### config.mk
export PLATFORM = sky130hd
export DESIGN_NAME = vic_ctrl
export DESIGN_NICKNAME = d
export VERILOG_FILES = /design/src/include/vic_pkg.sv /design/src/verilog/vic_ctrl.sv
export SDC_FILE = /design/constraint.sdc
export NUM_CORES = 1
export LEC_CHECK = 0
export BUFFER_PORTS_ARGS = -buffer_cell sky130_fd_sc_hd__buf_4
export CAP_MARGIN = 10
export CORE_UTILIZATION = 40
export DETAILED_ROUTE_END_ITERATION = 16
export GPL_ROUTABILITY_DRIVEN = 0
export REMOVE_ABC_BUFFERS = 1
export SLEW_MARGIN = 40
export SYNTH_ARGS = -nofsm -noshare
export SYNTH_HDL_FRONTEND = slang
export SYNTH_SLANG_ARGS = --single-unit
### constraint.sdc
create_clock -name aclk -period 9.7 [get_ports aclk]
set_input_delay 0.97 -clock aclk [delete_from_list [all_inputs] [get_ports aclk]]
set_output_delay 0.97 -clock aclk [all_outputs]
set_load 0.05 [all_outputs]
### src/include/vic_pkg.sv
// constants, register map and state type of the vectored interrupt controller
package vic_pkg;

  // ****************************************
  // register byte addresses
  // ****************************************
  localparam logic [7:0] VIC_OFF_STB    = 8'h00; // serial_timebase_irq_ctrl
  localparam logic [7:0] VIC_OFF_US     = 8'h04; // uart1_spi2_irq_ctrl
  localparam logic [7:0] VIC_OFF_G0     = 8'h08; // timer_match_group0_ctrl
  localparam logic [7:0] VIC_OFF_G1     = 8'h0c; // timer_match_group1_ctrl
  localparam logic [7:0] VIC_OFF_G2     = 8'h10; // eeprom_lowvolt_group_ctrl
  localparam logic [7:0] VIC_OFF_P0     = 8'h14; // pin/conversion/global ctrl
  localparam logic [7:0] VIC_OFF_P1     = 8'h18; // overvoltage/group ctrl
  localparam logic [7:0] VIC_OFF_EDGE   = 8'h1c; // ext_edge_select_reg
  localparam logic [7:0] VIC_OFF_STAT   = 8'h20; // stack and last source

  // ****************************************
  // writable-bit masks and reset values
  // ****************************************
  localparam logic [7:0] VIC_MASK_FULL  = 8'hff;
  localparam logic [7:0] VIC_MASK_PAIR  = 8'h33; // bits 5,4,1,0 only
  localparam logic [7:0] VIC_MASK_P0    = 8'h7f;
  localparam logic [7:0] VIC_MASK_EDGE  = 8'h0f;
  localparam logic [7:0] VIC_RST_REG    = 8'h00;

  // ****************************************
  // field positions
  // ****************************************
  localparam int VIC_P0_GLOBAL  = 0;
  localparam int VIC_FLAG_LSB   = 4; // flags sit four above their enables, three above in p0

  // edge select codes
  localparam logic [1:0] VIC_EDGE_OFF  = 2'h0;
  localparam logic [1:0] VIC_EDGE_RISE = 2'h1;
  localparam logic [1:0] VIC_EDGE_FALL = 2'h2;
  localparam logic [1:0] VIC_EDGE_BOTH = 2'h3;

  // ****************************************
  // sources, priority (index 0 highest), vectors
  // ****************************************
  localparam int VIC_NSRC   = 13;
  localparam int VIC_PCW    = 15;
  localparam int VIC_DEPTH  = 8;
  localparam logic [3:0] VIC_SP_FULL = 4'h8;
  localparam logic [3:0] VIC_SRC_NONE = 4'hf;
  // 0 pin0,1 pin1,2 conv,3 grp0,4 grp1,5 grp2,6 ovp,7 tb_a,8 tb_b,
  // 9 uart_a,10 serial,11 spi2,12 uart_b
  localparam logic [VIC_NSRC-1:0][VIC_PCW-1:0] VIC_VEC_TABLE = {
    15'h0034, 15'h0030, 15'h002c, 15'h0028, 15'h0024, 15'h0020, 15'h001c,
    15'h0018, 15'h0014, 15'h0010, 15'h000c, 15'h0008, 15'h0004};

  // axi response codes
  localparam logic [1:0] VIC_RESP_OKAY   = 2'h0;
  localparam logic [1:0] VIC_RESP_SLVERR = 2'h2;

  // whole state of the controller
  typedef struct packed {
    logic [7:0]                          stb;
    logic [7:0]                          us;
    logic [7:0]                          g0;
    logic [7:0]                          g1;
    logic [7:0]                          g2;
    logic [7:0]                          p0;
    logic [7:0]                          p1;
    logic [7:0]                          edge_sel;
    logic [1:0]                          pin_prev;
    logic [VIC_DEPTH-1:0][VIC_PCW-1:0]   stk;
    logic [3:0]                          sp;
    logic                                aw_got;
    logic                                w_got;
    logic [7:0]                          aw_addr;
    logic [7:0]                          w_byte;
    logic                                w_en;
    logic                                bvalid;
    logic [1:0]                          bresp;
    logic                                rvalid;
    logic [1:0]                          rresp;
    logic [7:0]                          rbyte;
    logic                                vec_valid;
    logic [VIC_PCW-1:0]                  vec_addr;
    logic [3:0]                          last_src;
    logic                                ret_valid;
    logic [VIC_PCW-1:0]                  ret_pc;
    logic                                wake;
  } vic_state_t;

endpackage

### src/verilog/vic_ctrl.sv
// vectored interrupt controller with return stack and axi4-lite registers
`timescale 1ns/1ps
module vic_ctrl
  import vic_pkg::*;
(
  input  wire logic               aclk,
  input  wire logic               aresetn,
  // axi4-lite slave
  input  wire logic [7:0]         awaddr,
  input  wire logic               awvalid,
  output logic                    awready,
  input  wire logic [31:0]        wdata,
  input  wire logic [3:0]         wstrb,
  input  wire logic               wvalid,
  output logic                    wready,
  output logic [1:0]              bresp,
  output logic                    bvalid,
  input  wire logic               bready,
  input  wire logic [7:0]         araddr,
  input  wire logic               arvalid,
  output logic                    arready,
  output logic [31:0]             rdata,
  output logic [1:0]              rresp,
  output logic                    rvalid,
  input  wire logic               rready,
  // peripheral events, one-cycle pulses
  input  wire logic               ev_serial,
  input  wire logic               ev_uart_a,
  input  wire logic               ev_uart_b,
  input  wire logic               ev_timebase_a,
  input  wire logic               ev_timebase_b,
  input  wire logic               ev_second_spi,
  input  wire logic               ev_conversion,
  input  wire logic               ev_overvoltage,
  input  wire logic [3:0]         ev_group0,
  input  wire logic [3:0]         ev_group1,
  input  wire logic               ev_eeprom,
  input  wire logic               ev_low_voltage,
  // external pins and their sharing setup
  input  wire logic [1:0]         ext_irq_pins,
  input  wire logic [1:0]         pin_func_sel,
  input  wire logic [1:0]         pin_dir_in,
  // core side
  input  wire logic               core_accept,
  input  wire logic [14:0]        core_next_pc,
  input  wire logic               core_call_push,
  input  wire logic               core_ret_pop,
  input  wire logic               return_from_irq_instr,
  output logic                    vec_valid,
  output logic [14:0]             vec_addr,
  output logic                    ret_valid,
  output logic [14:0]             ret_pc,
  output logic                    stack_full,
  output logic                    wake
);

  // ****************************************
  // state
  // ****************************************
  vic_state_t st_r;               // registered state
  vic_state_t st_nxt;             // next state

  // ****************************************
  // combinational helpers
  // ****************************************
  logic                  aw_hs;   // address taken now
  logic                  w_hs;    // data taken now
  logic                  wr_do;   // write completes now
  logic [7:0]            wr_addr; // effective write address
  logic [7:0]            wr_byte; // effective write byte
  logic                  wr_ok;   // byte lane 0 enabled
  logic [1:0]            pin_en;  // pin acting as interrupt input
  logic [1:0]            pin_hit; // selected edge seen
  logic [VIC_NSRC-1:0]   pend;    // enabled pending requests
  logic [VIC_NSRC-1:0]   sel;     // one-hot accepted source
  logic [3:0]            sel_idx; // accepted index
  logic                  take;    // interrupt accepted this cycle
  logic                  pop;     // stack pop this cycle
  logic                  push;    // stack push this cycle
  logic [VIC_PCW-1:0]    push_pc; // value pushed
  logic [3:0]            sp_a;    // pointer after pop
  logic [7:0]            set_stb; // hardware sets per register
  logic [7:0]            set_us;
  logic [7:0]            set_g0;
  logic [7:0]            set_g1;
  logic [7:0]            set_g2;
  logic [7:0]            set_p0;
  logic [7:0]            set_p1;
  logic [7:0]            clr_stb; // service clears per register
  logic [7:0]            clr_us;
  logic [7:0]            clr_p0;
  logic [7:0]            clr_p1;

  // next register value: write, then service clear, then set wins
  function automatic logic [7:0] upd(input logic [7:0] cur,
                                     input logic       hit,
                                     input logic [7:0] dat,
                                     input logic [7:0] mask,
                                     input logic [7:0] clr,
                                     input logic [7:0] set);
    logic [7:0] v;
    v = hit ? dat : cur;
    upd = ((v & mask) & ~clr) | (set & mask);
  endfunction

  // edge detector for one pin
  function automatic logic edge_hit(input logic [1:0] mode,
                                    input logic       prev,
                                    input logic       now);
    case (mode)
      VIC_EDGE_RISE: edge_hit = !prev && now;
      VIC_EDGE_FALL: edge_hit = prev && !now;
      VIC_EDGE_BOTH: edge_hit = prev ^ now;
      default:       edge_hit = 1'b0;
    endcase
  endfunction

  // ****************************************
  // bus handshakes
  // ****************************************
  assign awready = !st_r.aw_got && !st_r.bvalid;
  assign wready  = !st_r.w_got && !st_r.bvalid;
  assign arready = !st_r.rvalid;
  assign aw_hs   = awvalid && awready;
  assign w_hs    = wvalid && wready;
  // write completes once both halves are in, in either order
  assign wr_do   = (st_r.aw_got || aw_hs) && (st_r.w_got || w_hs);
  assign wr_addr = st_r.aw_got ? st_r.aw_addr : awaddr;
  assign wr_byte = st_r.w_got ? st_r.w_byte : wdata[7:0];
  assign wr_ok   = st_r.w_got ? st_r.w_en : wstrb[0];

  // ****************************************
  // request sources
  // ****************************************
  // pin qualification and edge detection
  always_comb begin
    for (int i = 0; i < 2; i++) begin
      pin_en[i]  = st_r.p0[1+i] && pin_func_sel[i] && pin_dir_in[i];
      pin_hit[i] = pin_en[i] &&
                   edge_hit(st_r.edge_sel[2*i +: 2], st_r.pin_prev[i], ext_irq_pins[i]);
    end
  end

  // hardware sets, aligned with register layouts
  always_comb begin
    set_stb = {ev_serial, ev_uart_a, ev_timebase_b, ev_timebase_a, 4'h0};
    set_us  = {2'h0, ev_uart_b, ev_second_spi, 4'h0};
    set_g0  = {ev_group0, 4'h0};
    set_g1  = {ev_group1, 4'h0};
    set_g2  = {2'h0, ev_eeprom, ev_low_voltage, 4'h0};
    set_p0  = {1'b0, ev_conversion, pin_hit, 4'h0};
    set_p1  = {ev_overvoltage,
               |(set_g2[7:4] & st_r.g2[3:0]),
               |(set_g1[7:4] & st_r.g1[3:0]),
               |(set_g0[7:4] & st_r.g0[3:0]),
               4'h0};
  end

  // ****************************************
  // arbitration
  // ****************************************
  // enabled pending requests
  always_comb begin
    pend[0]  = st_r.p0[4] && st_r.p0[1];
    pend[1]  = st_r.p0[5] && st_r.p0[2];
    pend[2]  = st_r.p0[6] && st_r.p0[3];
    pend[3]  = st_r.p1[4] && st_r.p1[0];
    pend[4]  = st_r.p1[5] && st_r.p1[1];
    pend[5]  = st_r.p1[6] && st_r.p1[2];
    pend[6]  = st_r.p1[7] && st_r.p1[3];
    pend[7]  = st_r.stb[4] && st_r.stb[0];
    pend[8]  = st_r.stb[5] && st_r.stb[1];
    pend[9]  = st_r.stb[6] && st_r.stb[2];
    pend[10] = st_r.stb[7] && st_r.stb[3];
    pend[11] = st_r.us[4] && st_r.us[0];
    pend[12] = st_r.us[5] && st_r.us[1];
  end

  // lowest index wins
  always_comb begin
    sel     = '0;
    sel_idx = VIC_SRC_NONE;
    for (int i = VIC_NSRC - 1; i >= 0; i--) begin
      if (pend[i]) begin
        sel     = '0;
        sel[i]  = 1'b1;
        sel_idx = 4'(i);
      end
    end
  end

  // acceptance; a pop the same cycle defers the take by one cycle
  // global enable and stack room
  assign take = core_accept && st_r.p0[VIC_P0_GLOBAL] && (|pend) &&
                (st_r.sp != VIC_SP_FULL) && !pop;
  assign stack_full = (st_r.sp == VIC_SP_FULL);

  // service clears; group sources keep their own flags
  always_comb begin
    clr_p0  = '0;
    clr_p1  = '0;
    clr_stb = '0;
    clr_us  = '0;
    if (take) begin
      clr_p0[VIC_P0_GLOBAL] = 1'b1;
    end
    clr_p0[6:4] = sel[2:0] & {3{take}};
    clr_p1[7:4] = {sel[6], sel[5:3]} & {4{take}};
    clr_stb[7:4] = {sel[10], sel[9], sel[8], sel[7]} & {4{take}};
    clr_us[5:4]  = {sel[12], sel[11]} & {2{take}};
  end

  // ****************************************
  // return stack
  // ****************************************
  // pop on return
  assign pop     = (return_from_irq_instr || core_ret_pop) && (st_r.sp != 4'h0);
  assign push    = take || core_call_push;
  assign push_pc = core_next_pc;
  assign sp_a    = pop ? (st_r.sp - 4'h1) : st_r.sp;

  // ****************************************
  // next state
  // ****************************************
  always_comb begin
    st_nxt = st_r;
    // pin history always follows the pins
    st_nxt.pin_prev = ext_irq_pins;

    // registers with software write and hardware set, service clear on stb, us, p0, p1 only; edge_sel takes writes only
    // writable flags and enables
    st_nxt.stb = upd(st_r.stb, wr_do && wr_ok && wr_addr == VIC_OFF_STB,
                     wr_byte, VIC_MASK_FULL, clr_stb, set_stb);
    st_nxt.us  = upd(st_r.us, wr_do && wr_ok && wr_addr == VIC_OFF_US,
                     wr_byte, VIC_MASK_PAIR, clr_us, set_us);
    st_nxt.g0  = upd(st_r.g0, wr_do && wr_ok && wr_addr == VIC_OFF_G0,
                     wr_byte, VIC_MASK_FULL, 8'h00, set_g0);
    st_nxt.g1  = upd(st_r.g1, wr_do && wr_ok && wr_addr == VIC_OFF_G1,
                     wr_byte, VIC_MASK_FULL, 8'h00, set_g1);
    st_nxt.g2  = upd(st_r.g2, wr_do && wr_ok && wr_addr == VIC_OFF_G2,
                     wr_byte, VIC_MASK_PAIR, 8'h00, set_g2);
    st_nxt.p0  = upd(st_r.p0, wr_do && wr_ok && wr_addr == VIC_OFF_P0,
                     wr_byte, VIC_MASK_P0, clr_p0, set_p0);
    st_nxt.p1  = upd(st_r.p1, wr_do && wr_ok && wr_addr == VIC_OFF_P1,
                     wr_byte, VIC_MASK_FULL, clr_p1, set_p1);
    st_nxt.edge_sel = upd(st_r.edge_sel, wr_do && wr_ok && wr_addr == VIC_OFF_EDGE,
                          wr_byte, VIC_MASK_EDGE, 8'h00, 8'h00);

    // write channel capture
    if (aw_hs) begin
      st_nxt.aw_got  = 1'b1;
      st_nxt.aw_addr = awaddr;
    end
    if (w_hs) begin
      st_nxt.w_got  = 1'b1;
      st_nxt.w_byte = wdata[7:0];
      st_nxt.w_en   = wstrb[0];
    end
    // response once both halves arrived
    if (wr_do) begin
      st_nxt.aw_got = 1'b0;
      st_nxt.w_got  = 1'b0;
      st_nxt.bvalid = 1'b1;
      st_nxt.bresp  = (wr_addr <= VIC_OFF_EDGE && wr_addr[1:0] == 2'h0) ?
                      VIC_RESP_OKAY : VIC_RESP_SLVERR;
    end else if (st_r.bvalid && bready) begin
      st_nxt.bvalid = 1'b0;
    end

    // read channel: data latched at the address handshake
    if (arvalid && arready) begin
      st_nxt.rvalid = 1'b1;
      st_nxt.rresp  = VIC_RESP_OKAY;
      case (araddr)
        VIC_OFF_STB:  st_nxt.rbyte = st_r.stb;
        VIC_OFF_US:   st_nxt.rbyte = st_r.us;
        VIC_OFF_G0:   st_nxt.rbyte = st_r.g0;
        VIC_OFF_G1:   st_nxt.rbyte = st_r.g1;
        VIC_OFF_G2:   st_nxt.rbyte = st_r.g2;
        VIC_OFF_P0:   st_nxt.rbyte = st_r.p0;
        VIC_OFF_P1:   st_nxt.rbyte = st_r.p1;
        VIC_OFF_EDGE: st_nxt.rbyte = st_r.edge_sel;
        VIC_OFF_STAT: st_nxt.rbyte = {st_r.sp, st_r.last_src};
        default: begin
          // unmapped: zero data, slave error
          st_nxt.rbyte = 8'h00;
          st_nxt.rresp = VIC_RESP_SLVERR;
        end
      endcase
    end else if (st_r.rvalid && rready) begin
      st_nxt.rvalid = 1'b0;
    end

    // stack pop then push
    st_nxt.ret_valid = pop;
    if (pop) begin
      st_nxt.ret_pc = st_r.stk[sp_a[2:0]];
    end
    st_nxt.sp = sp_a;
    // a call on a full stack is dropped; the core owns that overflow
    if (push && sp_a != VIC_SP_FULL) begin
      st_nxt.stk[sp_a[2:0]] = push_pc;
      st_nxt.sp             = sp_a + 4'h1;
    end

    // vector output
    st_nxt.vec_valid = take;
    if (take) begin
      st_nxt.vec_addr = VIC_VEC_TABLE[sel_idx];
      st_nxt.last_src = sel_idx;
    end

    // wake on any flag being set by hardware, whether or not it was already set
    // wake pulse
    st_nxt.wake = |{set_stb, set_us, set_g0, set_g1, set_g2, set_p0, set_p1};
  end

  // ****************************************
  // state register
  // ****************************************
  always_ff @(posedge aclk) begin
    if (!aresetn) begin
      st_r          <= '0;
      st_r.stb      <= VIC_RST_REG;
      st_r.last_src <= VIC_SRC_NONE;
    end else begin
      st_r <= st_nxt;
    end
  end

  // ****************************************
  // outputs from flip-flops
  // ****************************************
  assign bvalid    = st_r.bvalid;
  assign bresp     = st_r.bresp;
  assign rvalid    = st_r.rvalid;
  assign rresp     = st_r.rresp;
  assign rdata     = {24'h000000, st_r.rbyte};
  assign vec_valid = st_r.vec_valid;
  assign vec_addr  = st_r.vec_addr;
  assign ret_valid = st_r.ret_valid;
  assign ret_pc    = st_r.ret_pc;
  assign wake      = st_r.wake;

endmodule

; ---- After elaboration in Yosys (flattened, before gate mapping)
; Memory sizes are Yosys's and may differ from the RTL's. A register that Yosys moved wholly into a read port is not among the register bits.
; Index checks and enable logic that the tools add are counted.
[op_classes]
n_addsub = 2
n_reduce_logical = 75
n_eq_ne = 24
div = 0
n_mux = 53
mul = 0
magnitude_cmp = 3
n_shift = 0
bitwise = 25
[op_table]
columns = op, count
row1 = $mux 13, 13
row2 = $bwmux 120, 1
row3 = $pmux 8 s9, 1
row4 = $eq 8x5->1 const B, 8
row5 = $mux 4, 14
row6 = $logic_and 1x1->1, 48
row7 = $mux 8, 6
row8 = $bmux 15 s3, 1
row9 = $demux 15 s3, 1
row10 = $eq 8x4->1 const B, 4
row11 = $or 8x8->8, 4
row12 = $reduce_or 32->1, 1
row13 = $mux 15, 2
row14 = $and 4x4->4, 4
row15 = $and 8x8->8, 2
row16 = $eq 8x3->1 const B, 2
row17 = $logic_not 8->1, 2
row18 = $not 8->8, 2
row19 = $reduce_or 13->1, 1
row20 = $mux 6, 2
row21 = $reduce_or 4->1, 3
row22 = $logic_not 1->1, 10
row23 = $reduce_or 9->1, 1
row24 = $and 6x8->8, 1
row25 = other kinds (30), 48
[word_totals]
romBits = 240
mem_bits_rw = 0
input_bits = 102
ff_bits = 239
out_inout_bits = 75
wordCells = 216
latch_bits = 0
n_memories = 1
[memory_table]
columns = memory, depth, word_bits, read_ports, rd_ports_with_merged_regs, wr, line_no
row1 = (name not given), 16, 15, 1, 1, 0, vic_ctrl.sv:309  ; st_nxt.vec_addr = VIC_VEC_TABLE[sel_idx];

; ---- Logic depth before layout (Yosys ltp)
; Gate-level depths: netlist (run 1).
[logic_depth]
ltp_word = 18
ltp_mapped = 15
ltp_nobuf = 12

; ---- Least setup slack after synthesis (run 1)
; Ideal clock, no wire load.
[synth_timing]
path_kind = input port to flip-flop
start = input port core_ret_pop
end = register st_r[78] (netlist bit)
path_slack_ns = 6.124
n_path_buf = 2
cell_stages = 11
required_time_ns = 9.584
arrival_time_ns = 3.459
setup_time_ns = 0.116
cell_sequence = nor2_1 nor2_2 o21ai_2 clkinv_1 clkbuf_1 ha_1 nand2b_1 mux2i_1 or4_1 clkbuf_1 a31o_2
[synth_via]
elab_chain_len = 8
elab_cells_between_ends = 14
cone_classes = 2 x order compare / 1 x eq/ne / 4 x mux / 7 x reduce/logical
[synth_rtl]
columns = element, line_no
row1 = from (decl), vic_ctrl.sv:47  ; input wire logic core_ret_pop,
row2 = $logic_or 1x1->1 (*), vic_ctrl.sv:217  ; assign pop = (return_from_irq_instr || core_ret_pop) && (st_r.sp != 4'h0);
row3 = $logic_and 1x1->1 (*), vic_ctrl.sv:217
row4 = $mux 4, vic_ctrl.sv:220  ; assign sp_a = pop ? (st_r.sp - 4'h1) : st_r.sp;
row5 = $lt 3x4->1 (implied by the code) / $ge 3x1->1 (equally long branches), vic_ctrl.sv:302  ; st_nxt.stk[sp_a[2:0]] = push_pc;
row6 = $logic_and 1x1->1 (implied by the code), vic_ctrl.sv:302
row7 = $mux 15 (implied by the code), vic_ctrl.sv:302
row8 = $demux 15 s3, vic_ctrl.sv:302
row9 = $bwmux 120, vic_ctrl.sv:302
row10 = to (signal assigned), vic_ctrl.sv:327  ; st_r <= st_nxt;
row11 = to (decl), vic_ctrl.sv:60  ; vic_state_t st_r;
; Mark *: on every way between the ends. The rest lies on a longest branch, timed or not.
; A chain may end at the register's enable or synchronous reset.

; ---- Worst setup path in the final report (run 1)
[layout_timing]
start = register st_r[71] (netlist bit)
end = register st_r[103] (netlist bit)
[layout_via]
elab_chain_len = 8
elab_cells_between_ends = 17
cone_classes = 1 x add/sub / 2 x order compare / 2 x eq/ne / 4 x mux / 8 x reduce/logical
[layout_rtl]
columns = element
row1 = branches (longest 8 deep; another with $sub 4x1->4)
; Parallel ways; which one is timed is not known.

==> metrics.txt, run 1 <==
Antenna Cells=0; Site Rows=61; Die Ht=172 um; total track usage=21.7%; top_reg_cell synth=dfxtp_1; FMAX=197 MHz; Synthesis Warnings=0; setup violators final=0; met1 Use GR=29.1%; Syn Std Cell Area=11,500 um^2; clk root buf=clkbuf_16; CP Data Required Time=10.12 ns; CP arrival=5.48 ns; Initial Utilization=41.1%; # clock sinks=234; Final Net Count=1,454; Place WS=4.71 ns; setup_tns=0 ns; Max-cap violations=0; post-route ant nets=0; CP endpoint kind=register; placed cells=1,692; R2R cell count=15; die width=172 um; Avg Synthesized Cell Area=8.95 um^2; Vias/cell=5.45; Core Region=28,000 um^2; #FFs+latches synth=234; area grow syn2layout=15.4%; Power Total=3.30 mW; IO buf count=112; Skew-Pair Late Insertion Delay=0.53 ns; CTS tree=yes; worst IR drop on VDD=0.193 mV; Critical R2R Launch=st_r[71]; largest net degree at the start of global routing=73; Worst setup SP type=register; sequential share of the synthesized area=40.7%; met2 GRT Util=35.3%; post-CTS setup buffer count=0; final hold violations=0; hold_buf cts=0; Hold Crit Endpoint=vec_addr[3]; drt drc=0; Final Instance Count excl. Fillers=1,740; clk buf depth=3; fill count=2,671; most frequent cells in the layout=234 x dfxtp_1, 195 x nor2_1, 159 x mux2i_1; Clock Skew=0.0108 ns; Max Slew Vio Count=0; CP Class=register to register; first-pass GRT wire length=49.3 mm; hold depth=2; via count=9,488; Slew @ Worst Pin=0.870 ns; layer carrying the most global-route usage=met2; IO Pins=177; H-Tree Depth=1; initial antenna violation count=0; vias in the first global route=8,704; Post-synth EDFFs=0; GR Layer Usage met3=3.61%; final hold slack=0.451 ns; DRT Pass-1 Iters=5; First DRT Iteration DRCs=947; area of the die=29,500 um^2; post-synthesis async set-or-reset flop share=0%; RSZ-0062 raised after global routing=no; R2R setup slack=4.64 ns; final worst-path cycle share=52.2%; worst hold-check path type=register to register; Hold Startpoint=vec_addr[3]; number of gates resized after CTS=0; fin crit period=5.06 ns; Reg clk slew, reported paths=0.06 ns; Leak=4.98 nW; status=finished clean; drt wl/cell=18.5 um; crit-path max FO=20; Synth Instances=1,286; worst setup margin=4.64 ns; WL final=32.2 mm; layout cells sized above 1=18.1%; RR Endpoint=st_r[103]; most common cell after layout, fill and taps aside=dfxtp_1; HPWL Detailed=21.6 mm; Relative slew margins=40.3%; Synth cell types=80; power per standard cell area=249 nW/um^2; CTS buffer count=27; GRT overflow=0
[report_power, final]
group,total [mW],switching (mW),internal (mW)
Clock,1.07,0.405,0.667
Combinational,1.11,0.758,0.354
Sequential,1.12,0.0700,1.05
[cells in the mapped netlist, drive strengths merged (3+ instances only)]
library cell | count | area, um^2
nor2b | 7 | 43.8
a22o | 9 | 78.8
nor3 | 15 | 128
nor2 | 196 | 738
xnor2 | 3 | 45.1
mux2i | 160 | 1600
inv | 33 | 124
o22ai | 4 | 25.0
o21a | 4 | 30.0
nand2 | 96 | 363
mux4 | 6 | 135
nand3b | 3 | 22.5
o41ai | 3 | 26.3
o31ai | 5 | 37.5
nand2b | 6 | 37.5
or3 | 3 | 18.8
a21boi | 3 | 22.5
ha | 9 | 113
and2 | 6 | 37.5
nor4 | 8 | 80.1
dfxtp | 234 | 4680
o21ai | 52 | 264
nand4 | 8 | 50.1
o221ai | 17 | 149
a22oi | 12 | 90.1
a31o | 11 | 96.3
a21oi | 71 | 355
or4 | 6 | 48.8
buf | 91 | 639
and3 | 6 | 37.5
o221a | 3 | 33.8
a31oi | 6 | 37.5
a221oi | 3 | 26.3
mux2 | 23 | 259
a2111oi | 4 | 53.8
a32oi | 6 | 52.6
a211oi | 30 | 225
clkbuf | 48 | 180
nand3 | 41 | 205
[cell type report]
class	count	area, um^2	area share, %
sequential	234	4680	35.3
tap	378	473	3.56
multi-input combinational	915	6060	45.6
timing repair buffer	131	991	7.46
clock buffer	38	787	5.93
clock inverter	10	153	1.15
inverter	34	130	0.980
[kinds of logic (layout without fill, tap and decap cells)]
group                      count (synthesis)  in the layout  synth area share, %
adders and majority gates                  9              9                0.978
other                                      1             37               0.0326
DFF                                      234            234                 40.7
buffers and inverters                    173            213                 8.23
xor gates and xnor gates                   5              5                0.544
AOI/OAI and AO/OA                        266            266                 15.7
muxes                                    189            189                 17.3
and+or+nand+nor                          409            409                 16.5
[state kept, by name, summed over array words and instances, names as in the netlist]
| register | flops |
|---|---|
| bresp | 1 |
| rresp | 1 |
| bvalid | 1 |
| ret_valid | 1 |
| ret_pc | 15 |
| wake | 1 |
| vec_valid | 1 |
| st_r | 200 |
| rdata | 8 |
| rvalid | 1 |
| vec_addr | 4 |
[layer usage]
layer / vias up / part of all wire (%)
met1: 4500 / 45
met2: 316 / 46
li1: 4607 / -
met5: - / 0
met3: 65 / 6.7
met4: 0 / 2.8
[worst max-delay path, cell delays in order, from the launching register on]
cell and delay [ns]:
dfxtp_1 0.48, inv_1 0.20, ha_1 0.33, nor3b_4 0.21, nor2_2 0.52, buf_4 0.35
xnor2_4 0.27, inv_1 0.13, buf_4 0.39, ha_1 0.24, nand2b_1 0.06, mux2i_1 0.53
or4_1 0.61, buf_4 0.33, nor2_1 0.07, a31o_2 0.20
[worst max-delay path by stage]
stage	startpoint	end	depth (start not counted)
after floorplan	st_r[70]	st_r[119]	12
after global placement	core_ret_pop	st_r[119]	14
after detailed placement	st_r[71]	st_r[103]	15
after CTS	st_r[71]	st_r[103]	15
after global routing	st_r[71]	st_r[103]	15
final	st_r[71]	st_r[103]	15
[metrics by stage]
stage,util [%],instance area (um^2)
global placement,43.9,12300
detailed placement,44.0,12300
floorplan,-,10800
finish,47.4,13300
global route,47.4,13300
CTS,47.4,13300
(Power assumes the default switching activity.)
==> inputs of run 2 (changes only) <==
==> constraint.sdc (replaced) <==
create_clock -name aclk -period 5.24 [get_ports aclk]
set_input_delay 0.524 -clock aclk [delete_from_list [all_inputs] [get_ports aclk]]
set_output_delay 0.524 -clock aclk [all_outputs]
set_load 0.05 [all_outputs]
==> run 2 against run 1 <==
- largest cell class unchanged
- die area did not move
- via count rose by 0.46%
- cell count barely moved
- worst setup slack got worse by 3.9 ns
- combinational power rose by 85%
- worst hold slack got worse by 0.27 ns
==> metrics.txt, run 2 (same netlist as run 1, synthesis figures left out) <==
status=finished clean; max reg flops=200 (unchanged); final worst-path cycle share=86.0% (+34 points); worst IR drop on VDD=0.367 mV (+90%); number of gates resized after CTS=0 (unchanged); CP Data Required Time=5.67 ns (-4.45 ns); Final Net Count=1,454 (unchanged); Initial Utilization=41.1% (unchanged); die width=172 um (unchanged); final hold slack=0.179 ns (-0.272 ns); first-pass GRT wire length=49.4 mm (+0.15%); clk root buf=clkbuf_16; setup violators final=0 (unchanged); slowest CP cell=or4_2; CTS tree=yes; Core Region=28,000 um^2 (unchanged); area grow syn2layout=15.5%; most common cell after layout, fill and taps aside=dfxtp_1; clk buf depth=3 (unchanged); hold_buf cts=0 (unchanged); WP buf/inv=3 (-2); final hold violations=0 (unchanged); power per standard cell area=459 nW/um^2 (+85%); share of total power in the clock network=32.5% (about the same); Power Total=6.11 mW (+85%); Reg clk slew, reported paths=0.06 ns (about the same); most frequent cells in the layout=234 x dfxtp_1, 194 x nor2_1, 160 x mux2i_1; CP peak stage delay=1.03 ns (+0.42 ns); First DRT Iteration DRCs=849 (-10%); sequential fraction of design power=33.9% (about the same); Place WS=0.766 ns (-3.95 ns); Relative slew margins=42.4% (+2.1 points); Slew @ Worst Pin=0.840 ns (-0.0307 ns); # clock sinks=234 (unchanged); Antenna Cells=0 (unchanged); Cell Int Power=3.83 mW (+85%); setup_tns=0 ns (unchanged); RSZ-0062 raised after global routing=no; GRT overflow=0 (unchanged); Switch Pwr=2.28 mW (+85%); initial antenna violation count=0 (unchanged); IO Pins=177 (unchanged); IO buf count=112 (unchanged); vias in the first global route=8,920 (+2.5%); H-Tree Depth=1 (unchanged); Gate power share=33.6% (about the same); WL final=32.2 mm (about the same); DRT Pass-1 Iters=7 (+2); Max-cap violations=0 (unchanged); fill count=2,735 (+2.4%); CP arrival=4.93 ns (-0.55 ns); Die Ht=172 um (unchanged); Final Instance Count excl. Fillers=1,741 (+0.057%); critical path's top delay family=simple AND/OR/NAND/NOR gates; drt drc=0 (unchanged); area of the die=29,500 um^2 (unchanged); crit-path max FO=30 (+50%); Site Rows=61 (unchanged); most flop-heavy register=st_r; via count=9,532 (+0.46%); largest net degree at the start of global routing=79 (+8.2%); FMAX=222 MHz (+12%); CP endpoint kind=register; worst hold-check path type=primary input to register; Vias/cell=5.48 (+0.41%); Leak=4.99 nW (about the same); HPWL Detailed=21.8 mm (+1.1%); total track usage=21.6% (-0.075 points); placed cells=1,690 (-0.12%); CP Class=register to register; CTS buffer count=27 (unchanged); Max Slew Vio Count=0 (unchanged); switching share of total power=37.3% (about the same); post-route ant nets=0 (unchanged); layout cells sized above 1=18.3% (+0.13 points); Clock Skew=0.0176 ns (+0.00678 ns); Skew-Pair Late Insertion Delay=0.54 ns (about the same); worst setup margin=0.736 ns (-3.90 ns); Worst setup SP type=register; post-CTS setup buffer count=0 (unchanged); cells along the critical path=inv_1 > ha_1 > nor3b_4 > nor2_2 > xnor2_4 > inv_1 > buf_4 > ha_1 > nand2b_1 > mux2i_1 > or4_2 > a31o_2; drt wl/cell=18.5 um (about the same); fin crit period=4.50 ns (-0.560 ns)
-- run 2: final cells by class --
type	count	area, um^2	share of cell area [%]
Clock inverter	9	129	0.969
Clock buffer	40	825	6.20
Tap cell	378	473	3.56
Inverter	34	130	0.979
Multi-Input combinational cell	915	6060	45.6
Timing Repair Buffer	131	997	7.50
Sequential cell	234	4680	35.2
-- run 2: through the flow --
stage / utilization (%) / cell area, um^2
global route: 47.5 / 13300
finish: 47.5 / 13300
global placement: 43.8 / 12300
CTS: 47.3 / 13300
detailed placement: 43.9 / 12300
floorplan: - / 10800
-- run 2: power by group through the flow --
stage                     Clock (mW)  Combinational (mW)  Sequential, mW
final                           1.98                2.05            2.07
after global routing            2.09                2.21            2.09
after CTS                       2.03                2.04            2.07
after detailed placement           0                2.04            2.11
after global placement             0                2.01            2.10
after floorplan                    0                1.15            2.28
-- run 2: final timing paths --
check	endpoint	cells past startpoint	startpoint	slack [ns]
setup / recovery	st_r[100]	12	st_r[71]	0.74
hold / removal	rvalid	2	rready	0.18
setup reg to reg	st_r[100]	12	st_r[71]	0.74
hold reg to reg	vec_addr[3]	2	vec_addr[3]	0.45
-- run 2: routing by layer --
metal  track usage (%)  vias up  wire [um]
met5                 0        -          0
met1              27.9     4524      14100
met4              6.95        0       1010
met2              35.9      325      14900
met3              4.23       67       2180
li1                  -     4616          -
